### config.mk
export PLATFORM = sky130hd
export DESIGN_NAME = pcsr_regs
export DESIGN_NICKNAME = d
export VERILOG_FILES = /design/src/shared/pcsr_pkg.sv /design/src/design/pcsr_pg_merge.sv /design/src/design/pcsr_regs.sv
export SDC_FILE = /design/constraint.sdc
export NUM_CORES = 1
export LEC_CHECK = 0
export BUFFER_PORTS_ARGS = -buffer_cell sky130_fd_sc_hd__buf_2
export CORE_UTILIZATION = 49
export CTS_CLUSTER_SIZE = 14
export DETAILED_ROUTE_END_ITERATION = 6
export PLACE_DENSITY = 0.86
export SETUP_SLACK_MARGIN = 0.05
export SLEW_MARGIN = 0
export SYNTH_ARGS = -nofsm -noshare
export SYNTH_HDL_FRONTEND = slang
export SYNTH_HIERARCHICAL = 1
export SYNTH_SLANG_ARGS = --single-unit
### constraint.sdc
create_clock -name mclk -period 2.2 [get_ports mclk]
set_clock_uncertainty 0.15 [all_clocks]
set_input_delay 0.11 -clock mclk [delete_from_list [all_inputs] [get_ports mclk]]
set_output_delay 0.11 -clock mclk [all_outputs]
set_load 0.01 [all_outputs]
### src/shared/pcsr_pkg.sv
// Constants, field layouts and carrier types of the PMIC control/status register bank.
// Assumes a byte-wide register port, one register per address.
`default_nettype none

package pcsr_pkg;
   // ==========================================================
   // Register addresses
   localparam logic [7:0] ADDR_SENSE = 8'h03;
   localparam logic [7:0] ADDR_RESET = 8'h10;
   localparam logic [7:0] ADDR_PRODUCT = 8'h11;
   localparam logic [7:0] ADDR_RFID = 8'h12;
   localparam logic [7:0] ADDR_ENABLE = 8'h14;
   localparam logic [7:0] ADDR_DISCH = 8'h15;
   localparam logic [7:0] ADDR_PGASSIGN = 8'h16;

   // ==========================================================
   // Reset values and writable masks
   localparam logic [7:0] RESET_CTRL_DEFAULT = 8'h10;
   localparam logic [7:0] DISCH_DEFAULT = 8'h33;
   localparam logic [7:0] PGASSIGN_DEFAULT = 8'h42;
   localparam logic [7:0] RESET_CTRL_MASK = 8'h13;
   localparam logic [7:0] ENABLE_MASK = 8'hCF;
   localparam logic [7:0] DISCH_MASK = 8'h33;
   localparam logic [7:0] PGASSIGN_MASK = 8'h7F;

   // ==========================================================
   // Field positions and power-good source count
   localparam int FORCE_BIT = 7;
   localparam int FLAG_BIT = 4;
   localparam int PG_SOURCES = 7;

   // ==========================================================
   // Recovery codes after thermal shutdown
   localparam logic [1:0] RECOVER_DEFAULTS = 2'h0;
   localparam logic [1:0] RECOVER_KEEP = 2'h1;
   localparam logic [1:0] RECOVER_NONE = 2'h2;

   // Live fault conditions, bit order as the sense register
   typedef struct packed {
      logic thermal_shutdown_live;
      logic thermal_warning_live;
      logic reg4_overcurrent_live;
      logic reg3_overcurrent_live;
      logic spare;
      logic input_undervoltage_live;
      logic buck2_overcurrent_live;
      logic buck1_overcurrent_live;
   } pcsr_sense_t;

   // Register-port request
   typedef struct packed {
      logic wr;
      logic [7:0] addr;
      logic [7:0] wdata;
   } pcsr_req_t;

   // Controls to the power stages
   typedef struct packed {
      logic [3:0] outOn;
      logic [1:0] forcedPwm;
      logic [3:0] discharge;
   } pcsr_ctrl_t;
endpackage

`default_nettype wire
### src/design/pcsr_pg_merge.sv
// Power-good pin composer: ANDs every assigned source.
// Assumes sources are live levels synchronous to mclk.
`default_nettype none

module pcsr_pg_merge
   import pcsr_pkg::*;
#(
   parameter int N = PG_SOURCES
) (
   // Clock and reset
   input wire logic mclk,
   input wire logic resetn,
   // Sources and assignment
   input wire logic [N-1:0] sources,
   input wire logic [N-1:0] assign_,
   // Pin level
   output logic powerGood
);
   // ==========================================================
   // Unassigned sources count as good
   logic [N-1:0] passMask;
   genvar i;
   generate
      for (i = 0; i < N; i++) begin : g_src
         assign passMask[i] = sources[i] | ~assign_[i];
      end
   endgenerate

   // Registered pin level
   always_ff @(posedge mclk) begin
      if (!resetn) powerGood <= 1'b0;
      else powerGood <= &passMask;
   end
endmodule // pcsr_pg_merge

`default_nettype wire

### src/design/pcsr_regs.sv
// Control/status register bank of a four-output PMIC, behind the byte register port.
// Assumes the serial front end delivers single-cycle read/write strobes on mclk.
`default_nettype none

module pcsr_regs
   import pcsr_pkg::*;
#(
   parameter logic [7:0] ENABLE_DEFAULT = 8'h05, // Factory fuse value, arbitrary
   parameter logic [7:0] PRODUCT_CODE = 8'h5A, // Arbitrary value
   parameter logic [3:0] REVISION_CODE = 4'h7, // Arbitrary value
   parameter logic [3:0] VARIANT_CODE = 4'h4 // Arbitrary value
) (
   // Clock and reset
   input wire logic mclk,
   input wire logic resetn,
   // Register port
   input wire pcsr_req_t req,
   input wire logic reqValid,
   output logic [7:0] rdata,
   // Live analog conditions
   input wire pcsr_sense_t sense,
   input wire logic [3:0] outputGood,
   input wire logic [1:0] scalingDone,
   input wire logic internalResetDone,
   // Shutdown recovery from the analog side
   input wire logic thermalCleared,
   // Controls
   output pcsr_ctrl_t ctrl,
   output logic powerUpStart,
   output logic latchedOff,
   output logic powerGood
);
   // ==========================================================
   // Registers
   logic [7:0] resetCtrl_q, resetCtrl_d;
   logic [7:0] enable_q, enable_d;
   logic [7:0] disch_q, disch_d;
   logic [7:0] pgAssign_q, pgAssign_d;
   logic [7:0] rdata_d;
   logic off_q, off_d;
   logic start_q, start_d;
   logic tripSeen_q;

   // ==========================================================
   // Address decode
   logic wrStrobe;
   logic wrReset, wrEnable, wrDisch, wrPg;
   logic forceDefaults;
   logic tripRise, tripFall;
   logic [1:0] recovery;
   logic restoreDefaults;
   assign wrStrobe = reqValid & req.wr;
   assign wrReset = wrStrobe & (req.addr == ADDR_RESET);
   assign wrEnable = wrStrobe & (req.addr == ADDR_ENABLE);
   assign wrDisch = wrStrobe & (req.addr == ADDR_DISCH);
   assign wrPg = wrStrobe & (req.addr == ADDR_PGASSIGN);

   // Shutdown edges and recovery choice
   assign recovery = resetCtrl_q[1:0];
   assign tripRise = sense.thermal_shutdown_live & ~tripSeen_q;
   assign tripFall = tripSeen_q & thermalCleared & ~sense.thermal_shutdown_live;
   assign forceDefaults = wrReset & req.wdata[FORCE_BIT];
   assign restoreDefaults = forceDefaults | (tripFall & (recovery == RECOVER_DEFAULTS));

   // Next value of reset control; the force bit self-clears
   always_comb begin
      resetCtrl_d = resetCtrl_q;
      if (restoreDefaults) resetCtrl_d = RESET_CTRL_DEFAULT;
      else if (wrReset) resetCtrl_d = req.wdata & RESET_CTRL_MASK;
   end

   // Next values of output controls
   always_comb begin
      enable_d = enable_q;
      disch_d = disch_q;
      pgAssign_d = pgAssign_q;
      if (restoreDefaults) begin
         enable_d = ENABLE_DEFAULT & ENABLE_MASK;
         disch_d = DISCH_DEFAULT;
         pgAssign_d = PGASSIGN_DEFAULT;
      end else begin
         if (wrEnable) enable_d = req.wdata & ENABLE_MASK;
         if (wrDisch) disch_d = req.wdata & DISCH_MASK;
         if (wrPg) pgAssign_d = req.wdata & PGASSIGN_MASK;
      end
   end

   // Shutdown state: off from detection; re-arm unless code says stay off
   always_comb begin
      off_d = off_q;
      start_d = 1'b0;
      if (tripRise) off_d = 1'b1;
      else if (tripFall && recovery != RECOVER_NONE) begin
         off_d = 1'b0;
         start_d = 1'b1;
      end else if (tripFall) off_d = 1'b1;
   end

   // Read mux; live sense, spare bit forced low
   always_comb begin
      case (req.addr)
         ADDR_SENSE: rdata_d = {sense[7:4], 1'b0, sense[2:0]};
         ADDR_RESET: rdata_d = resetCtrl_q;
         ADDR_PRODUCT: rdata_d = PRODUCT_CODE;
         ADDR_RFID: rdata_d = {REVISION_CODE, VARIANT_CODE};
         ADDR_ENABLE: rdata_d = enable_q;
         ADDR_DISCH: rdata_d = disch_q;
         ADDR_PGASSIGN: rdata_d = pgAssign_q;
         default: rdata_d = 8'h00;
      endcase
   end

   // Register update
   always_ff @(posedge mclk) begin
      if (!resetn) begin
         resetCtrl_q <= RESET_CTRL_DEFAULT;
         enable_q <= ENABLE_DEFAULT & ENABLE_MASK;
         disch_q <= DISCH_DEFAULT;
         pgAssign_q <= PGASSIGN_DEFAULT;
         off_q <= 1'b0;
         start_q <= 1'b0;
         tripSeen_q <= 1'b0;
         rdata <= 8'h00;
      end else begin
         resetCtrl_q <= resetCtrl_d;
         enable_q <= enable_d;
         disch_q <= disch_d;
         pgAssign_q <= pgAssign_d;
         off_q <= off_d;
         start_q <= start_d;
         tripSeen_q <= sense.thermal_shutdown_live;
         rdata <= rdata_d;
      end
   end

   // ==========================================================
   // Controls to the power stages; outputs forced off while shut down
   assign ctrl = '{
      outOn: off_q ? 4'h0 : {enable_q[7], enable_q[6], enable_q[3], enable_q[1]},
      forcedPwm: {enable_q[2], enable_q[0]},
      discharge: {disch_q[5], disch_q[4], disch_q[1], disch_q[0]}
   };
   assign powerUpStart = start_q;
   assign latchedOff = off_q;

   // Power-good pin: rst, reg4, reg3, scaling2, scaling1, buck2, buck1
   pcsr_pg_merge #(.N(PG_SOURCES)) u_pg (
      .mclk(mclk),
      .resetn(resetn),
      .sources({internalResetDone, outputGood[3], outputGood[2], scalingDone[1],
                scalingDone[0], outputGood[1], outputGood[0]}),
      .assign_(pgAssign_q[6:0]),
      .powerGood(powerGood)
   );
endmodule // pcsr_regs

`default_nettype wire

==> Yosys cells after proc, flatten, opt, wreduce, memory -nomap -nowiden <==
Index checks and enable logic that the tools add are counted.
{ "word_totals": {"register_bits": 32, "word_cells": 57, "inputBits": 36} }
{ "classes": {"mux": 6, "bitwise": 28, "reduce_logical": 6, "n_eq_ne": 8} }
{ "ops": {"columns": ["cell", "n"], "rows": [
  ["$pmux 8 s7", 1],
  ["$eq 8x5->1 const B", 6],
  ["$and 1x1->1", 10],
  ["$not 1->1", 10],
  ["$eq 8x2->1 const B", 1],
  ["$or 1x1->1", 8],
  ["$reduce_and 7->1", 1],
  ["$mux 1", 4],
  ["$mux 4", 1],
  ["$reduce_or 2->1", 2],
  ["$reduce_bool 3->1", 1],
  ["$logic_not 2->1", 1],
  ["$ne 2x2->1 const B", 1],
  ["$logic_and 1x1->1", 1]
]} }

==> Longest topological paths before layout <==
{ "depth": {"depth_word": 5, "ltp_mapped": 6} }

==> Modules after synthesis <==
Netlist, hierarchy kept.
{ "modules_own_cells": {"columns": ["module", "cells_each", "area_each_um2", "instances"], "rows": [
  ["pcsr_regs", 165, 1488.9, 1],
  ["pcsr_pg_merge", 12, 82.6, 1]
]} }

==> Worst setup path before layout <==
OpenSTA, ideal clock, no wires.
{ "synth_timing": {"kind": "in2reg", "start": "input port req[8] (netlist bit)", "end": "register pgAssign_q[0]", "setup_ps": 116, "n_path_buf": 1, "path_stages": 5, "required_ps": 1934, "slack_ps": 510, "arrival_ps": 1424, "cell_sequence": "or4b_4 nor4_4 a21o_1 buf_6 nor2_1"} }
{ "synth_via": {"elab_chain_cells": 5, "elab_cells_between_ends": 7} }
{ "synth_rtl": {"columns": ["element", "line", "rtl"], "rows": [
  ["from (decl)", "pcsr_regs.sv:17", "input wire pcsr_req_t req,"],
  ["$eq 8x5->1", "pcsr_regs.sv:53", "assign wrReset = wrStrobe & (req.addr == ADDR_RESET);"],
  ["$and 1x1->1", "pcsr_regs.sv:53", null],
  ["$and 1x1->1", "pcsr_regs.sv:62", "assign forceDefaults = wrReset & req.wdata[FORCE_BIT];"],
  ["$or 1x1->1", "pcsr_regs.sv:63", "assign restoreDefaults = forceDefaults | (tripFall & (recovery == RECOVER_DEFAULTS));"],
  ["$reduce_or 2->1 (no source line)", null, null],
  ["to (signal assigned)", "pcsr_regs.sv:128", "pgAssign_q <= pgAssign_d;"],
  ["to (decl)", "pcsr_regs.sv:38", "logic [7:0] pgAssign_q, pgAssign_d;"]
]} }
Several ways; a longest one is shown, not always the timed one.
A chain may end at the register's enable or synchronous reset.

==> Worst setup path in the final report <==
{ "layout_timing": {"start": "input port sense[7] (netlist bit)", "end": "register pgAssign_q[6]"} }
{ "layout_via": {"elab_chain_cells": 5} }
{ "layout_rtl": {"columns": ["element", "line", "rtl"], "rows": [
  ["from (decl)", "pcsr_regs.sv:21", "input wire pcsr_sense_t sense,"],
  ["$not 1->1", "pcsr_regs.sv:61", "assign tripFall = tripSeen_q & thermalCleared & ~sense.thermal_shutdown_live;"],
  ["$and 1x1->1", "pcsr_regs.sv:61", null],
  ["$and 1x1->1", "pcsr_regs.sv:63", null],
  ["$or 1x1->1", "pcsr_regs.sv:63", null],
  ["$reduce_or 2->1 (no source line)", null, null]
]} }
No other way between the ends.

==> flow_summary.yaml <==
logic_synthesis:
  synth_top_area_share_pct: 40.8
  syn-num-nets: 213
  yosysSeqAreaShare_pct: 40.8
  ys_ff_latch: 32
  syn_area_per_cell_um2: 8.88
  ys_async_sr_fraction_pct: 0
  synthTopCellsByArea: "dfxtp_1, mux2i_1, nor2_1"
  synth_edf_count: 0
  yosysWarnings: 6
  synth_cell_types: 41
  syn-cell-area_um2: 1570
  synthFlopType: "dfxtp_1"
  yosysTopAreaCell: "dfxtp_1"
  syn_inst: 177
clock_tree:
  clk_pin_slew_ns: 0.10
  ctsResizeCount: 0
  clockBufferDepth: 2
  cts_root_buf: "clkbuf_4"
  cts.htree.levels: 2
  clkLatencyLatePin_ns: 0.34
  numCtsBuffers: 5
  clock_sinks: 32
  tritoncts: "built"
setup_path:
  r2r_cells: 5
  crit_chain: "dlygate4sd3_1, buf_2, o41ai_1, a21oi_2, nand2_1, dlygate4sd3_1"
  crit_buf_inv: 3
  critPathSlowestCell: "dlygate4sd3_1"
  start_kind: "input port"
  cpLargestDelayFamily: "buffers and inverters"
  r2r_start: "pgAssign_q[4]$_SDFFE_PP0P_"
  crit_required_ns: 2.34
  cp.arrival_ns: 2.21
  crit_fanout: 9
  r2r_slack_ns: 0.16
  end_kind: "flop"
  reg2reg_to: "u_pg/powerGood$_SDFF_PN0_"
  path_class: "in -> reg"
  crit_path_frequent_cell: "dlygate4sd3_1"
  cpPeakStageDelay_ns: 0.56
grt:
  grt_first_pass_wirelength_um: 6130
  grt_pass1_vias: 1334
  antenna_found_initial: 0
  grt_overflow: 0
  grt_start_max_net_pins: 22
  grt_usage_pct: 24.5
worst_hold_path:
  hold_path_class: "in -> reg"
  hold_end: "rdata[4]$_SDFF_PN0_"
  hp-start: "req[13]"
  whs_path_depth: 4
sta:
  slew-limit-headroom_pct: 62.9
  setup_tns_ns: 0
  rsz0062_at_grt: "false"
  drv_slew: 0
  worst_pin_slew_ns: 0.549
  min_period_over_period_pct: 94.4
  fmax_mhz: 482
  hold_viol: 0
  fin_crit_ns: 2.08
  finalSetupViolations: 0
placed_design:
  dp_hpwl_um: 2790
  portBuffers: 55
  place.gp.congestion: 0.826
floorplan:
  io_pins: 57
  core_um2: 3050
  row_count: 20
  fp.dieArea_um2: 3440
  die_w_um: 58.6
  die_height_um: 58.6
  initial_core_util_pct: 51.5
detailed_routing:
  drc_errors: 0
  detail_route.vias_per_cell: 5.22
  finalWirelength_um: 3990
  ant_nets: 0
  firstDrtPassIters: 4
  wire_per_inst_um: 13.1
  drt-initial-drc-count: 72
  vias: 1592
pwr:
  p_total_mw: 1.09
  ir_drop_v: 0.000316
  p_leak_nw: 0.990
  power.density_nw_per_um2: 494
job:
  maxCapViolCount: 0
finish:
  drive_gt1_share_pct: 28.0
  area_growth_syn_to_layout_pct: 39.7
  nNetsFinal: 296
  insertedDiodeCount: 0
  fillers: 259
status:
  status: "complete, no violations"
==> area by class of cell <==
cell class / instances / area, um2 / area share, %
clock buffers: 7 / 55.1 / 2.51
clock inverters: 1 / 7.51 / 0.342
inverters: 12 / 45.0 / 2.05
multi-input cells: 125 / 840 / 38.2
flip-flops and latches: 32 / 641 / 29.2
well taps: 44 / 55.1 / 2.51
repair buffers: 84 / 553 / 25.2
==> report_power, final <==
group          internal (mW)  switching, mW
sequential             0.583        0.00380
combinational         0.0706         0.0716
clock                  0.156          0.200
==> cells by family after synthesis <==
| family | count (synthesis) | synth area share (%) |
|---|---|---|
| flip-flops | 32 | 40.8 |
| AND/OR/NAND/NOR | 73 | 26.2 |
| multiplexers | 22 | 14.0 |
| buffers and inverters | 20 | 5.81 |
| AO/OA/AOI/OAI | 30 | 13.2 |
==> metal layers <==
metal | part of all wire (%) | vias up | GRT usage [%] | wire (um)
li1 | - | 787 | - | -
met1 | 45 | 734 | 31.8 | 1790
met2 | 47 | 61 | 38.9 | 1870
met3 | 6.1 | 10 | 6.59 | 245
met4 | 2.0 | 0 | 9.18 | 81
met5 | 0 | - | 0 | 0
==> worst register-to-register path: cells and delay by family (launching register included) <==
kind                   cells  cell delay (ns)
flip-flops                 1             0.39
buffers and inverters      3             1.20
AO/OA/AOI/OAI              1             0.15
AND/OR/NAND/NOR            1             0.05
==> placed cells by master, fill, tap and decap left out, types with 2 or more instances in the layout <==
cell type and n:
a21oi_1 6, a221oi_1 3, a32oi_1 2, buf_2 55, buf_4 5, clkbuf_4 5, dfxtp_1 32, dlygate4sd3_1 24
inv_1 12, mux2i_1 22, nand2_1 17, nand2b_1 6, nand3_1 2, nor2_1 24, nor2b_1 6, nor3_1 4
nor4_4 2, o211ai_1 3, o21ai_0 6, o22ai_1 2
==> state kept, by name, summed over array words and instances (netlist names) <==
register        flops
pgAssign_q          7
enable_q            6
latchedOff          1
powerUpStart        1
disch_q             4
tripSeen_q          1
u_pg/powerGood      1
resetCtrl_q         3
rdata               8
==> cells in the mapped netlist (2+ instances only) <==
| library cell | instances |
|---|---|
| nand2_1 | 17 |
| a221oi_1 | 3 |
| dfxtp_1 | 32 |
| clkbuf_1 | 3 |
| a32oi_1 | 2 |
| o211ai_1 | 3 |
| nor2_1 | 24 |
| mux2i_1 | 22 |
| a21oi_1 | 6 |
| nor2b_1 | 6 |
| nand3_1 | 2 |
| nor4_4 | 2 |
| o22ai_1 | 2 |
| buf_4 | 2 |
| nor3_1 | 4 |
| inv_1 | 12 |
| nand2b_1 | 6 |
| o21ai_0 | 6 |
==> stage by stage <==
| step | std cells | hold slack [ns] | area, um2 | util (%) | worst slack [ns] |
|---|---|---|---|---|---|
| floorplan | 177 | 0.0385 | 1570 | - | 0.510 |
| global placement | 272 | 0.199 | 1890 | 61.8 | 0.320 |
| detailed placement | 272 | 0.206 | 1890 | 61.8 | 0.271 |
| CTS | 304 | 0.00768 | 2190 | 71.7 | 0.0944 |
| global route | 305 | 0.0446 | 2200 | 71.9 | 0.0561 |
| finish | 305 | 0.0261 | 2200 | 71.9 | 0.124 |
==> worst max-delay path by stage <==
stage                                  to  startpoint  slack, ns  cells past startpoint
6_report       pgAssign_q[6]$_SDFFE_PP1P_    sense[7]       0.12                      6
5_1_grt        pgAssign_q[6]$_SDFFE_PP1P_    sense[7]       0.06                      6
4_1_cts          enable_q[2]$_SDFFE_PP1P_      req[8]       0.09                      6
3_5_place_dp     enable_q[2]$_SDFFE_PP1P_      req[8]       0.27                      5
3_3_place_gp     enable_q[2]$_SDFFE_PP1P_      req[8]       0.32                      5
2_1_floorplan  pgAssign_q[0]$_SDFFE_PP0P_      req[8]       0.51                      5
==> repair_timing <==
| action | 4_1_cts | 5_1_grt |
|---|---|---|
| buffers inserted | 0 | 1 |
| endpoints found under the setup margin | 0 | 1 |
| hold buffers | 24 | 0 |
| hold endpoints to repair | 31 | 0 |
No activity file was read; power rests on OpenSTA's default activity.
